===== src/irq_src_pkg.sv =====
// Package: constants and carriers of the interrupt source logic
package irq_src_pkg;
  localparam int CLK_PERIOD_NS = 10;
  localparam int T128_NS = 128000;
  localparam int T1MS_NS = 1024000;
  localparam int TICK128_CYC = T128_NS / CLK_PERIOD_NS;
  localparam int MS_RATIO = T1MS_NS / T128_NS;
  localparam int CALL_CYC = 10;
  localparam int JMP_CYC = 5;
  localparam int WAKE_CYC = 100000;
  localparam int QUAL_TICKS = 2;
  // Register indexes; byte address is four times the index
  localparam logic [7:0] IDX_P0_EN = 8'h04;
  localparam logic [7:0] IDX_P1_EN = 8'h05;
  localparam logic [7:0] IDX_P0_POL = 8'h06;
  localparam logic [7:0] IDX_P1_POL = 8'h07;
  localparam logic [7:0] IDX_GIE_MASK = 8'h20;
  localparam logic [7:0] IDX_EP_MASK = 8'h21;
  localparam logic [7:0] IDX_CTRL = 8'h30;
  localparam logic [7:0] IDX_STATUS = 8'h31;
  localparam logic [7:0] IDX_FLAGS = 8'h32;
  localparam logic [7:0] IDX_SPI_DATA = 8'h33;
  // Global mask bits
  localparam int GM_GPIO = 6;
  localparam int GM_WAKE = 7;
  // Control bits
  localparam int CT_BUS_SEL = 0;
  localparam int CT_CAPA_RISE = 1;
  localparam int CT_CAPA_FALL = 2;
  localparam int CT_CAPB_RISE = 3;
  localparam int CT_CAPB_FALL = 4;
  // Pending bit positions, vector number minus one
  localparam int PD_BUS = 0;
  localparam int PD_T128 = 1;
  localparam int PD_T1MS = 2;
  localparam int PD_EP0 = 3;
  localparam int PD_SPI = 6;
  localparam int PD_CAPA = 7;
  localparam int PD_CAPB = 8;
  localparam int PD_GPIO = 9;
  localparam int PD_WAKE = 10;
  localparam int NSRC = 11;
  localparam logic [7:0] RST_BYTE = 8'h00;
  localparam logic [1:0] RESP_OKAY = 2'h0;
  localparam logic [1:0] RESP_SLVERR = 2'h2;
  typedef enum logic [1:0] {SVC_IDLE = 2'b00, SVC_CALL = 2'b01, SVC_JUMP = 2'b11} svc_state_t;
  typedef struct packed {
    logic awvalid; logic [31:0] awaddr; logic wvalid; logic [31:0] wdata; logic [3:0] wstrb;
    logic bready; logic arvalid; logic [31:0] araddr; logic rready;
  } axi_req_t;
  typedef struct packed {
    logic awready; logic wready; logic bvalid; logic [1:0] bresp;
    logic arready; logic rvalid; logic [31:0] rdata; logic [1:0] rresp;
  } axi_rsp_t;
endpackage


===== src/interrupt_source_logic.sv =====
// Interrupt sources, pending flags, priority and service sequence
`timescale 1ns/100ps
module interrupt_source_logic #(
  parameter int TICK128 = irq_src_pkg::TICK128_CYC,
  parameter int WAKE_PERIOD = irq_src_pkg::WAKE_CYC
) (
  input wire logic clock,
  input wire logic rst_n,
  input wire irq_src_pkg::axi_req_t axi_req,
  output irq_src_pkg::axi_rsp_t axi_rsp,
  input wire logic usb_dp,
  input wire logic usb_dm,
  input wire logic ps2_data_line,
  input wire logic [1:0] cap_pin,
  input wire logic [15:0] gpio_pin,
  input wire logic [2:0] ep_txn_end,
  input wire logic [2:0] ep_acked,
  input wire logic spi_last_edge,
  input wire logic [7:0] spi_rx_byte,
  input wire logic instr_done,
  input wire logic cpu_ei,
  input wire logic cpu_di,
  output logic gie,
  output logic irq_sense,
  output logic svc_call,
  output logic svc_jump,
  output logic [15:0] svc_vector,
  output logic isr_start
);
  function automatic logic [4:0] first_one(input logic [15:0] v);
    logic [4:0] r;
    r = 5'h10;
    for (int i = 15; i >= 0; i--)
    begin
      if (v[i])
      begin
        r = 5'(i);
      end
    end
    return r;
  endfunction

  // Pin synchronisers
  logic [20:0] sync1_ff, sync2_ff, sync3_ff;
  always_ff @(posedge clock)
  begin
    if (!rst_n)
    begin
      sync1_ff <= '0;
      sync2_ff <= '0;
      sync3_ff <= '0;
    end
    else
    begin
      sync1_ff <= {usb_dp, usb_dm, ps2_data_line, cap_pin, gpio_pin};
      sync2_ff <= sync1_ff;
      sync3_ff <= sync2_ff;
    end
  end
  logic [15:0] gp_now, gp_old;
  logic [1:0] cap_now, cap_old;
  assign gp_now = sync2_ff[15:0];
  assign gp_old = sync3_ff[15:0];
  assign cap_now = sync2_ff[17:16];
  assign cap_old = sync3_ff[17:16];

  // Registers
  logic [7:0] p0_en_ff, p1_en_ff, p0_pol_ff, p1_pol_ff, gmask_ff, epmask_ff, ctrl_ff, spi_data_ff;
  localparam int NSRC_W = irq_src_pkg::NSRC;
  logic [NSRC_W-1:0] pend_ff;
  logic bus_flag_ff, transfer_complete_flag_ff, gie_ff;
  logic aw_have_ff, w_have_ff, bvalid_ff, rvalid_ff;
  logic [7:0] aw_idx_ff;
  logic [31:0] wdata_ff, rdata_ff;
  logic [3:0] wstrb_ff;
  logic [1:0] bresp_ff, rresp_ff;
  logic do_wr;
  assign do_wr = aw_have_ff && w_have_ff && !bvalid_ff;
  function automatic logic wr_hit(input logic [7:0] idx);
    return do_wr && aw_idx_ff == idx && wstrb_ff[0];
  endfunction

  // AXI write channel
  always_ff @(posedge clock)
  begin
    if (!rst_n)
    begin
      aw_have_ff <= 1'b0;
      w_have_ff <= 1'b0;
      bvalid_ff <= 1'b0;
      aw_idx_ff <= '0;
      wdata_ff <= '0;
      wstrb_ff <= '0;
      bresp_ff <= irq_src_pkg::RESP_OKAY;
    end
    else
    begin
      if (axi_req.awvalid && axi_rsp.awready)
      begin
        aw_have_ff <= 1'b1;
        aw_idx_ff <= axi_req.awaddr[11:2] > 10'h0ff ? 8'hff : axi_req.awaddr[9:2];
      end
      if (axi_req.wvalid && axi_rsp.wready)
      begin
        w_have_ff <= 1'b1;
        wdata_ff <= axi_req.wdata;
        wstrb_ff <= axi_req.wstrb;
      end
      if (do_wr)
      begin
        aw_have_ff <= 1'b0;
        w_have_ff <= 1'b0;
        bvalid_ff <= 1'b1;
        if (aw_idx_ff inside {irq_src_pkg::IDX_P0_EN, irq_src_pkg::IDX_P1_EN, irq_src_pkg::IDX_P0_POL,
            irq_src_pkg::IDX_P1_POL, irq_src_pkg::IDX_GIE_MASK, irq_src_pkg::IDX_EP_MASK,
            irq_src_pkg::IDX_CTRL, irq_src_pkg::IDX_FLAGS})
        begin
          bresp_ff <= irq_src_pkg::RESP_OKAY;
        end
        else
        begin
          bresp_ff <= irq_src_pkg::RESP_SLVERR;
        end
      end
      else if (bvalid_ff && axi_req.bready)
      begin
        bvalid_ff <= 1'b0;
      end
    end
  end

  // Writable registers; acknowledge never touches pin enables
  always_ff @(posedge clock)
  begin
    if (!rst_n)
    begin
      p0_en_ff <= irq_src_pkg::RST_BYTE;
      p1_en_ff <= irq_src_pkg::RST_BYTE;
      p0_pol_ff <= irq_src_pkg::RST_BYTE;
      p1_pol_ff <= irq_src_pkg::RST_BYTE;
      gmask_ff <= irq_src_pkg::RST_BYTE;
      epmask_ff <= irq_src_pkg::RST_BYTE;
      ctrl_ff <= irq_src_pkg::RST_BYTE;
    end
    else
    begin
      if (wr_hit(irq_src_pkg::IDX_P0_EN)) p0_en_ff <= wdata_ff[7:0];
      if (wr_hit(irq_src_pkg::IDX_P1_EN)) p1_en_ff <= wdata_ff[7:0];
      if (wr_hit(irq_src_pkg::IDX_P0_POL)) p0_pol_ff <= wdata_ff[7:0];
      if (wr_hit(irq_src_pkg::IDX_P1_POL)) p1_pol_ff <= wdata_ff[7:0];
      if (wr_hit(irq_src_pkg::IDX_GIE_MASK)) gmask_ff <= wdata_ff[7:0];
      if (wr_hit(irq_src_pkg::IDX_EP_MASK)) epmask_ff <= {5'h00, wdata_ff[2:0]};
      if (wr_hit(irq_src_pkg::IDX_CTRL)) ctrl_ff <= {3'h0, wdata_ff[4:0]};
    end
  end

  // AXI read channel; pin enables and polarities are write-only
  always_ff @(posedge clock)
  begin
    if (!rst_n)
    begin
      rvalid_ff <= 1'b0;
      rdata_ff <= '0;
      rresp_ff <= irq_src_pkg::RESP_OKAY;
    end
    else if (axi_req.arvalid && axi_rsp.arready)
    begin
      rvalid_ff <= 1'b1;
      rresp_ff <= irq_src_pkg::RESP_OKAY;
      rdata_ff <= '0;
      if (axi_req.araddr[11:2] > 10'h0ff)
        rresp_ff <= irq_src_pkg::RESP_SLVERR;
      else if (axi_req.araddr[9:2] == irq_src_pkg::IDX_GIE_MASK)
        rdata_ff <= {24'h00_0000, gmask_ff};
      else if (axi_req.araddr[9:2] == irq_src_pkg::IDX_EP_MASK)
        rdata_ff <= {24'h00_0000, epmask_ff};
      else if (axi_req.araddr[9:2] == irq_src_pkg::IDX_CTRL)
        rdata_ff <= {24'h00_0000, ctrl_ff};
      else if (axi_req.araddr[9:2] == irq_src_pkg::IDX_STATUS)
        rdata_ff <= {20'h0_0000, gie_ff, pend_ff};
      else if (axi_req.araddr[9:2] == irq_src_pkg::IDX_FLAGS)
        rdata_ff <= {30'h0000_0000, transfer_complete_flag_ff, bus_flag_ff};
      else if (axi_req.araddr[9:2] == irq_src_pkg::IDX_SPI_DATA)
        rdata_ff <= {24'h00_0000, spi_data_ff};
      else if (!(axi_req.araddr[9:2] inside {irq_src_pkg::IDX_P0_EN, irq_src_pkg::IDX_P1_EN,
          irq_src_pkg::IDX_P0_POL, irq_src_pkg::IDX_P1_POL}))
        rresp_ff <= irq_src_pkg::RESP_SLVERR;
    end
    else if (rvalid_ff && axi_req.rready)
    begin
      rvalid_ff <= 1'b0;
    end
  end
  always_comb
  begin
    axi_rsp.awready = !aw_have_ff && !bvalid_ff;
    axi_rsp.wready = !w_have_ff && !bvalid_ff;
    axi_rsp.bvalid = bvalid_ff;
    axi_rsp.bresp = bresp_ff;
    axi_rsp.arready = !rvalid_ff;
    axi_rsp.rvalid = rvalid_ff;
    axi_rsp.rdata = rdata_ff;
    axi_rsp.rresp = rresp_ff;
  end

  // Free-running timebase
  logic [15:0] tick_cnt_ff;
  logic [2:0] ms_cnt_ff;
  logic tick128, tick1ms;
  assign tick128 = tick_cnt_ff == 16'(TICK128 - 1);
  assign tick1ms = tick128 && ms_cnt_ff == 3'(irq_src_pkg::MS_RATIO - 1);
  always_ff @(posedge clock)
  begin
    if (!rst_n)
    begin
      tick_cnt_ff <= '0;
      ms_cnt_ff <= '0;
    end
    else
    begin
      tick_cnt_ff <= tick128 ? 16'h0000 : tick_cnt_ff + 16'h0001;
      if (tick128) ms_cnt_ff <= ms_cnt_ff + 3'h1;
    end
  end

  // Bus reset / PS/2 activity qualifier
  logic bus_cond, bus_evt;
  logic [1:0] qual_cnt_ff;
  assign bus_cond = ctrl_ff[irq_src_pkg::CT_BUS_SEL] ? !sync2_ff[18] : !sync2_ff[20] && !sync2_ff[19];
  always_ff @(posedge clock)
  begin
    if (!rst_n)
      qual_cnt_ff <= '0;
    else if (!bus_cond)
      qual_cnt_ff <= '0;
    else if (tick128 && qual_cnt_ff != 2'(irq_src_pkg::QUAL_TICKS))
      qual_cnt_ff <= qual_cnt_ff + 2'h1;
  end
  always_comb
  begin
    if (ctrl_ff[irq_src_pkg::CT_BUS_SEL])
      bus_evt = bus_cond && tick128 && qual_cnt_ff == 2'(irq_src_pkg::QUAL_TICKS - 1);
    else
      bus_evt = !bus_cond && qual_cnt_ff == 2'(irq_src_pkg::QUAL_TICKS);
  end

  // GPIO edge and lock
  logic [15:0] pin_en, pin_pol, trig;
  logic lock_ff, gpio_evt, release_now;
  logic [3:0] lock_pin_ff;
  logic [4:0] trig_first;
  assign trig_first = first_one(trig);
  assign pin_en = {p1_en_ff, p0_en_ff};
  assign pin_pol = {p1_pol_ff, p0_pol_ff};
  assign trig = ((gp_now & ~gp_old & pin_pol) | (~gp_now & gp_old & ~pin_pol))
    & pin_en & {16{gmask_ff[irq_src_pkg::GM_GPIO]}};
  assign release_now = gp_now[lock_pin_ff] != pin_pol[lock_pin_ff] || !pin_en[lock_pin_ff];
  assign gpio_evt = !lock_ff && |trig;
  always_ff @(posedge clock)
  begin
    if (!rst_n)
    begin
      lock_ff <= 1'b0;
      lock_pin_ff <= '0;
    end
    else if (gpio_evt)
    begin
      lock_ff <= 1'b1;
      lock_pin_ff <= trig_first[3:0];
    end
    else if (lock_ff && release_now)
    begin
      lock_ff <= 1'b0;
    end
  end

  // Capture edges, independent of GPIO path
  logic [1:0] cap_evt;
  assign cap_evt[0] = (cap_now[0] && !cap_old[0] && ctrl_ff[irq_src_pkg::CT_CAPA_RISE])
    || (!cap_now[0] && cap_old[0] && ctrl_ff[irq_src_pkg::CT_CAPA_FALL]);
  assign cap_evt[1] = (cap_now[1] && !cap_old[1] && ctrl_ff[irq_src_pkg::CT_CAPB_RISE])
    || (!cap_now[1] && cap_old[1] && ctrl_ff[irq_src_pkg::CT_CAPB_FALL]);

  // Wake-up timer
  logic [23:0] wake_cnt_ff;
  logic wake_evt;
  assign wake_evt = gmask_ff[irq_src_pkg::GM_WAKE] && wake_cnt_ff == 24'(WAKE_PERIOD - 1);
  always_ff @(posedge clock)
  begin
    if (!rst_n)
      wake_cnt_ff <= '0;
    else if (wr_hit(irq_src_pkg::IDX_GIE_MASK) && !wdata_ff[irq_src_pkg::GM_WAKE])
      wake_cnt_ff <= '0;
    else if (gmask_ff[irq_src_pkg::GM_WAKE])
      wake_cnt_ff <= wake_evt ? 24'h00_0000 : wake_cnt_ff + 24'h00_0001;
  end

  // Pending flags and service sequence
  logic [NSRC_W-1:0] set_vec, en_vec, req, clr_vec;
  logic [4:0] take_idx;
  logic svc_take;
  irq_src_pkg::svc_state_t state_ff;
  logic [3:0] svc_cnt_ff;
  logic [15:0] vector_ff;
  assign set_vec = {wake_evt, gpio_evt, cap_evt, spi_last_edge, ep_txn_end & ep_acked,
    tick1ms, tick128, bus_evt};
  assign en_vec = {gmask_ff[7:3], epmask_ff[2:0], gmask_ff[2:0]};
  assign req = pend_ff & en_vec;
  assign take_idx = first_one({5'h00, req});
  assign svc_take = state_ff == irq_src_pkg::SVC_IDLE && gie_ff && instr_done && |req;
  always_comb
  begin
    clr_vec = '0;
    if (svc_take) clr_vec[take_idx[3:0]] = 1'b1;
  end
  always_ff @(posedge clock)
  begin
    if (!rst_n)
      pend_ff <= '0;
    else
      pend_ff <= (pend_ff & ~clr_vec) | set_vec;
  end
  always_ff @(posedge clock)
  begin
    if (!rst_n)
      gie_ff <= 1'b0;
    else if (svc_take || cpu_di)
      gie_ff <= 1'b0;
    else if (cpu_ei)
      gie_ff <= 1'b1;
  end
  always_ff @(posedge clock)
  begin
    if (!rst_n)
    begin
      bus_flag_ff <= 1'b0;
      transfer_complete_flag_ff <= 1'b0;
      spi_data_ff <= '0;
    end
    else
    begin
      bus_flag_ff <= bus_evt || (bus_flag_ff && !(wr_hit(irq_src_pkg::IDX_FLAGS) && wdata_ff[0]));
      transfer_complete_flag_ff <= spi_last_edge || (transfer_complete_flag_ff && !(wr_hit(irq_src_pkg::IDX_FLAGS) && wdata_ff[1]));
      if (spi_last_edge) spi_data_ff <= spi_rx_byte;
    end
  end
  always_ff @(posedge clock)
  begin
    if (!rst_n)
    begin
      state_ff <= irq_src_pkg::SVC_IDLE;
      svc_cnt_ff <= '0;
      vector_ff <= '0;
    end
    else
    begin
      case (state_ff)
        irq_src_pkg::SVC_IDLE:
        begin
          if (svc_take)
          begin
            state_ff <= irq_src_pkg::SVC_CALL;
            svc_cnt_ff <= 4'(irq_src_pkg::CALL_CYC - 1);
            vector_ff <= {10'h000, take_idx + 5'h01, 1'b0};
          end
        end
        irq_src_pkg::SVC_CALL:
        begin
          svc_cnt_ff <= svc_cnt_ff - 4'h1;
          if (svc_cnt_ff == 4'h0)
          begin
            state_ff <= irq_src_pkg::SVC_JUMP;
            svc_cnt_ff <= 4'(irq_src_pkg::JMP_CYC - 1);
          end
        end
        irq_src_pkg::SVC_JUMP:
        begin
          svc_cnt_ff <= svc_cnt_ff - 4'h1;
          if (svc_cnt_ff == 4'h0) state_ff <= irq_src_pkg::SVC_IDLE;
        end
        default: state_ff <= irq_src_pkg::SVC_IDLE;
      endcase
    end
  end
  assign gie = gie_ff;
  assign irq_sense = |req;
  assign svc_call = state_ff == irq_src_pkg::SVC_CALL;
  assign svc_jump = state_ff == irq_src_pkg::SVC_JUMP;
  assign svc_vector = vector_ff;
  assign isr_start = svc_jump && svc_cnt_ff == 4'h0;
endmodule


===== config.mk =====
export PLATFORM = sky130hd
export DESIGN_NAME = interrupt_source_logic
export DESIGN_NICKNAME = d
export VERILOG_FILES = /design/src/irq_src_pkg.sv /design/src/interrupt_source_logic.sv
export SDC_FILE = /design/constraint.sdc
export NUM_CORES = 1
export LEC_CHECK = 0
export BUFFER_PORTS_ARGS = -buffer_cell sky130_fd_sc_hd__buf_2
export CORE_ASPECT_RATIO = 0.7
export CORE_MARGIN = 3
export CORE_UTILIZATION = 38
export CTS_BUF_LIST = sky130_fd_sc_hd__clkbuf_16
export CTS_CLUSTER_SIZE = 20
export DETAILED_ROUTE_END_ITERATION = 10
export SLEW_MARGIN = 20
export SYNTH_ARGS = -nofsm -noshare
export SYNTH_HDL_FRONTEND = slang
export SYNTH_SLANG_ARGS = --single-unit

===== constraint.sdc =====
create_clock -name clock -period 2.31 [get_ports clock]
set_input_delay 0 -clock clock [delete_from_list [all_inputs] [get_ports clock]]
set_output_delay 0 -clock clock [all_outputs]
set_load 0.005 [all_outputs]

# Word level (Yosys, flattened, before mapping)
# Index checks and enable logic that the tools add are counted.
totals:
  elab_cells: 253
  input_bits: 146
  output_inout_bits: 62
  regBits: 248
op_classes:
  eq_ne: 30
  n_addsub: 6
  n_reduce_logical: 93
  mux: 69
  n_bitwise: 16
  n_lt_le_gt_ge: 5
ops:
  columns: ["cell", "count"]
  rows:
  - ["$and A16 B16 Y16", 6]
  - ["$eq A8 B6 Y1 const B", 10]
  - ["$mux W4", 18]
  - ["$eq A8 B3 Y1 const B", 8]
  - ["$mux W12", 5]
  - ["$mux W5", 11]
  - ["$logic_and A1 B1 Y1", 52]
  - ["$not A16 Y16", 3]
  - ["$add A24 B1 Y24 const B", 1]
  - ["$eq A24 B17 Y1 const B", 1]
  - ["$mux W2", 12]
  - ["$mux W24", 1]
  - ["$mux W8", 3]
  - ["$and A11 B11 Y11", 2]
  - ["$gt A10 B8 Y1 const B", 2]
  - ["$logic_not A1 Y1", 17]
  - ["$add A16 B1 Y16 const B", 1]
  - ["$eq A16 B14 Y1 const B", 1]
  - ["$or A16 B16 Y16", 1]
  - ["$reduce_or A16 Y1", 1]
  - ["$bmux W1 S4", 3]
  - ["$mux W1", 12]
  - ["$pmux W4 S3", 1]
  - ["$mux W11", 1]
  - ["29 further kinds", 46]

# Logic depth before layout (Yosys ltp)
logic_depth:
  ltp_word: 22
  mapped_depth: 11
  mapped_depth_nobuf: 10

# Worst setup path before layout
# No wires, ideal clock.
synth_timing:
  kind: "flip-flop to flip-flop"
  from: "register gmask_ff[6]"
  to: "register pend_ff[9]"
  path_buffers: 2
  arrival_ns: 1.873
  t_required_ns: 2.182
  period_less_slack_ns: 2.000
  setup_slack_ns: 0.310
  setup_time_ns: 0.128
  path_stages_with_launch: 12
  path_cell_list: "dfxtp_1 buf_2 buf_1 a32o_1 a22oi_1 a21oi_1 o211a_1 ha_1 inv_1 o21a_1 nor2_1 nor2_1"
synth_via:
  elab_chain_cells: 19
  elab_cells_between_ends: 25
  cone_classes: "2 x order compare; 13 x mux; 5 x bitwise; 5 x reduce/logical"
synth_lines:
  columns: ["element", "line_no", "rtl"]
  rows:
  - ["start: declaration", "interrupt_source_logic.sv:68", "logic [7:0] p0_en_ff, p1_en_ff, p0_pol_ff, p1_pol_ff, gmask_ff, epmask_ff, ctrl_ff, spi_data_ff;"]
  - ["start signal: assignment", "interrupt_source_logic.sv:141", "gmask_ff <= irq_src_pkg::RST_BYTE;"]
  - ["start signal: assignment", "interrupt_source_logic.sv:151", "if (wr_hit(irq_src_pkg::IDX_GIE_MASK)) gmask_ff <= wdata_ff[7:0];"]
  - ["$and A11 B11 Y11", "interrupt_source_logic.sv:308", "assign req = pend_ff & en_vec;"]
  - ["$mux W5 (10 in series)", "interrupt_source_logic.sv:35", "if (v[i])"]
  - ["$lt A4 B5 Y1 (implied by the code) / $ge A4 B1 Y1 (equally long branches)", "interrupt_source_logic.sv:314", "if (svc_take) clr_vec[take_idx[3:0]] = 1'b1;"]
  - ["$logic_and A1 B1 Y1 (implied by the code)", "interrupt_source_logic.sv:314", null]
  - ["$mux W1 (implied by the code)", "interrupt_source_logic.sv:314", null]
  - ["$demux W1 S4", "interrupt_source_logic.sv:314", null]
  - ["$mux W11", "interrupt_source_logic.sv:314", null]
  - ["$not A11 Y11", "interrupt_source_logic.sv:321", "pend_ff <= (pend_ff & ~clr_vec) | set_vec;"]
  - ["$and A11 B11 Y11", "interrupt_source_logic.sv:321", null]
  - ["$or A11 B11 Y11 *", "interrupt_source_logic.sv:321", null]
  - ["end signal: assignment", "interrupt_source_logic.sv:321", null]
  - ["end: declaration", "interrupt_source_logic.sv:70", "logic [NSRC_W-1:0] pend_ff;"]
# Every way passes the cells marked *; elsewhere a longest branch is shown, timed or not.
# A chain may end at the register's enable or synchronous reset.

# Worst setup path after layout
layout_timing:
  from: "register gmask_ff[6]"
  to: "register gie_ff (netlist: gie)"
layout_via:
  elab_chain_cells: 5
layout_lines:
  columns: ["element", "line_no", "rtl"]
  rows:
  - ["$and A11 B11 Y11", "interrupt_source_logic.sv:308", null]
  - ["$reduce_or A11 Y1", "interrupt_source_logic.sv:310", "assign svc_take = state_ff == irq_src_pkg::SVC_IDLE && gie_ff && instr_done && |req;"]
  - ["$logic_and A1 B1 Y1", "interrupt_source_logic.sv:310", null]
  - ["$logic_or A1 B1 Y1", "interrupt_source_logic.sv:327", "else if (svc_take || cpu_di)"]
  - ["$reduce_or A2 Y1 (no line)", null, null]
  - ["end signal: assignment", "interrupt_source_logic.sv:326", "gie_ff <= 1'b0;"]
  - ["end signal: assignment", "interrupt_source_logic.sv:328", "gie_ff <= 1'b0;"]
  - ["end signal: assignment", "interrupt_source_logic.sv:330", "gie_ff <= 1'b1;"]
  - ["end: declaration", "interrupt_source_logic.sv:71", "logic bus_flag_ff, transfer_complete_flag_ff, gie_ff;"]
# No other way between the ends.

==> flow_metrics.py <==
metrics = {
    "outcome": {
        "status": "finished clean",
    },
    "critical_path": {
        "crit_start": "gmask_ff[6]",
        "r2r_cells": 6,
        "worstSetupEndpoint": "gie",
        "critPathKind": "reg -> reg",
        "timing.rr.start": "gmask_ff[6]",
        "crit_fanout": 8,
        "reg2reg_slack_ps": 110,
        "regToRegEndpoint": "gie",
        "startpoint_type": "flip-flop",
        "crit_arrival_ps": 2640,
        "end_kind": "flip-flop",
        "cp_data_required_time_ps": 2760,
    },
    "final_layout": {
        "nets": 1442,
        "syn_to_final_growth_pct": 24.4,
        "insertedDiodeCount": 0,
        "layout-drive-gt1-share_pct": 16.2,
        "postLayoutCellArea_um2": 12300,
    },
    "floorplanning": {
        "die-area_um2": 28000,
        "core_um2": 25100,
        "die_h_um": 141,
        "initial_core_util_pct": 39.4,
        "fp.dieW_um": 199,
        "core.rowCount": 48,
        "io_pins": 208,
    },
    "cts": {
        "cts_tree": "yes",
        "cts_buffer_depth": 3,
        "ctsHtreeMaxLevel": 1,
        "numCtsBuffers": 23,
        "cts_root_buffer": "clkbuf_16",
        "clk-insertion-delay-late_ps": 520,
        "numClockSinks": 226,
        "cts_setup_buffers": 0,
        "clk_pin_slew_worst_paths_ps": 60,
    },
    "route": {
        "drtIter0Drc": 491,
        "drc": 0,
        "wl_um": 24500,
        "ant_nets": 0,
        "num_vias": 8033,
        "viasPerCell": 4.94,
        "wl_per_cell_um": 15.1,
        "dr.pass1.iters": 5,
    },
    "placed_design": {
        "place_congestion": 0.822,
        "hpwl_um": 16800,
        "dpl_cell_area_um2": 10700,
        "portBuffers": 103,
    },
    "sta": {
        "rsz0062_at_grt": "no",
        "hold_ws_ps": 27.4,
        "fin_crit_sh_pct": 95.1,
        "setup_viol": 0,
        "finClkSkew_ps": 15.5,
        "hold_viol_final": 0,
        "fin_crit_ps": 2200,
        "fin_setup_tns_ps": 0,
        "drv_slew": 0,
        "clock.fmax_mhz": 455,
        "max_slew_margin_pct": 60.0,
        "worstMarginPinSlew_ps": 600,
    },
    "pwr": {
        "power_frac_clock_pct": 42.1,
        "powerDensity_nw_per_um2": 649,
        "switching_share_pct": 23.7,
        "switching_power_mw": 1.89,
        "peakVddDrop_mv": 0.553,
        "internal_power_mw": 6.09,
        "pwr-share-seq_pct": 51.1,
        "power_leakage_nw": 4.96,
        "pwr-share-comb_pct": 6.8,
    },
    "global_route": {
        "grt_overflow": 0,
        "grt_pass1_wl_um": 39400,
        "grt_pass1_vias": 7536,
        "grt_max_degree": 70,
        "grtUsageTotal_pct": 17.2,
        "antenna_found_initial": 0,
    },
    "yosys": {
        "yosys_register_bits": 226,
        "synthesis.area_um2": 9890,
        "synth-edff-count": 0,
        "ys_seq_area_share_pct": 45.8,
        "syn_inst": 1089,
        "synth_area_leaders": "dfxtp_1 (46%), nor2_1 (6.5%), mux2i_1 (6.4%)",
        "synthFlopType": "dfxtp_1",
        "synth_cell_type_count": 63,
        "avgSynthCellArea_um2": 9.08,
        "yosysWarnings": 0,
        "synth_top_area_share_pct": 45.8,
        "yosysTopAreaCell": "dfxtp_1",
        "synthArstFlopShare_pct": 0,
    },
    "flow_run": {
        "cap_violations": 0,
    },
    "hold_path": {
        "hold_path.class": "in -> reg",
    },
}
power by group through the flow:
| stage | clock (mW) | combinational [mW] | sequential [mW] |
|---|---|---|---|
| after floorplan | 0 | 0.299 | 4.13 |
| after global placement | 0 | 0.402 | 4.16 |
| after detailed placement | 0 | 0.405 | 4.17 |
| after CTS | 3.46 | 0.532 | 4.08 |
| after global routing | 3.63 | 0.600 | 4.09 |
| final | 3.36 | 0.540 | 4.08 |
layer usage:
metal / global-route usage [%] / wire, um / vias to the layer above / share of wire, %
li1: - / - / 4046 / -
met1: 27.1 / 13000 / 3751 / 53
met2: 24.3 / 9570 / 207 / 39
met3: 3.30 / 1510 / 29 / 6.2
met4: 3.14 / 382 / 0 / 1.6
met5: 0 / 0 / - / 0
placed cells by master, fill, tap and decap left out, drive strengths merged, types with 18 or more instances in the layout:
cell type and n:
inv 29, nand3b 19, nor3 20, nand2 89, and2 66, mux2i 63, clkbuf 23, xor2 24
conb 33, xnor2 21, dlygate4sd3 89, dfxtp 226, a21oi 52, o21ai 22, buf 134, nand3 28
and3 18, nor2 172, a211oi 18
flip-flops by register name, summed over array words and instances (netlist names), 11 cells and up:
signal / count
sync1_ff: 21
pend_ff: 11
wake_cnt_ff: 24
sync3_ff: 18
tick_cnt_ff: 16
rdata_ff: 12
sync2_ff: 21
kinds of logic after synthesis:
group,share of synthesized area (%)
and+or+nand+nor,23.9
DFF,45.8
AOI/OAI and AO/OA,9.23
buffers and inverters,5.87
muxes,9.68
xor gates and xnor gates,3.99
adders and majority gates,1.52
other,0.0379
cells in the mapped netlist (all sizes together), types with 21 or more instances:
cell type and n:
xnor2 21, nand3 28, buf 46, clkbuf 39
nand2 89, mux2i 63, nor2 172, dfxtp 226
and2 66, inv 26, a21oi 52, o21ai 22
xor2 24
what timing repair did:
action                                  in CTS  in global routing
gates resized for setup                      0                  6
hold buffers                                89                  0
hold endpoints to repair                    66                  0
endpoints found under the setup margin       0                 33
through the flow:
step	instances	power (mW)	worst slack (ps)	util [%]
after floorplan	1121	4.42	310	-
final	1626	7.98	114	49.0
after global routing	1626	8.32	20.3	49.0
after global placement	1495	4.57	139	42.7
after detailed placement	1495	4.57	101	42.7
after CTS	1626	8.07	79.2	48.9
worst min path at each step:
| stage | from | to | cells after the start | slack [ps] |
|---|---|---|---|---|
| finish | axi_req[11] | rdata_ff[5] | 5 | 30 |
| global route | axi_req[11] | rdata_ff[7] | 5 | 30 |
| CTS | axi_req[11] | rdata_ff[5] | 5 | 6 |
| detailed placement | cpu_di | gie | 2 | 170 |
| global placement | cpu_di | gie | 2 | 170 |
| floorplan | cpu_di | gie | 1 | 80 |
cell type report:
type                    instances  area (um2)
fillers                      2345       12800
clock inverters                19        90.1
inverters                      27         103
multi-input cells             783        4920
flip-flops and latches        226        4520
clock buffers                  23         576
well taps                     325         407
repair buffers                223        1680
critical path: stages (launching register included):
cell	delay, ps
dfxtp_1	410
a22o_1	270
a21oi_1	260
a31oi_2	190
buf_4	210
nor4_1	210
dlygate4sd3_1	580
Power figures use the tool's default switching activity.
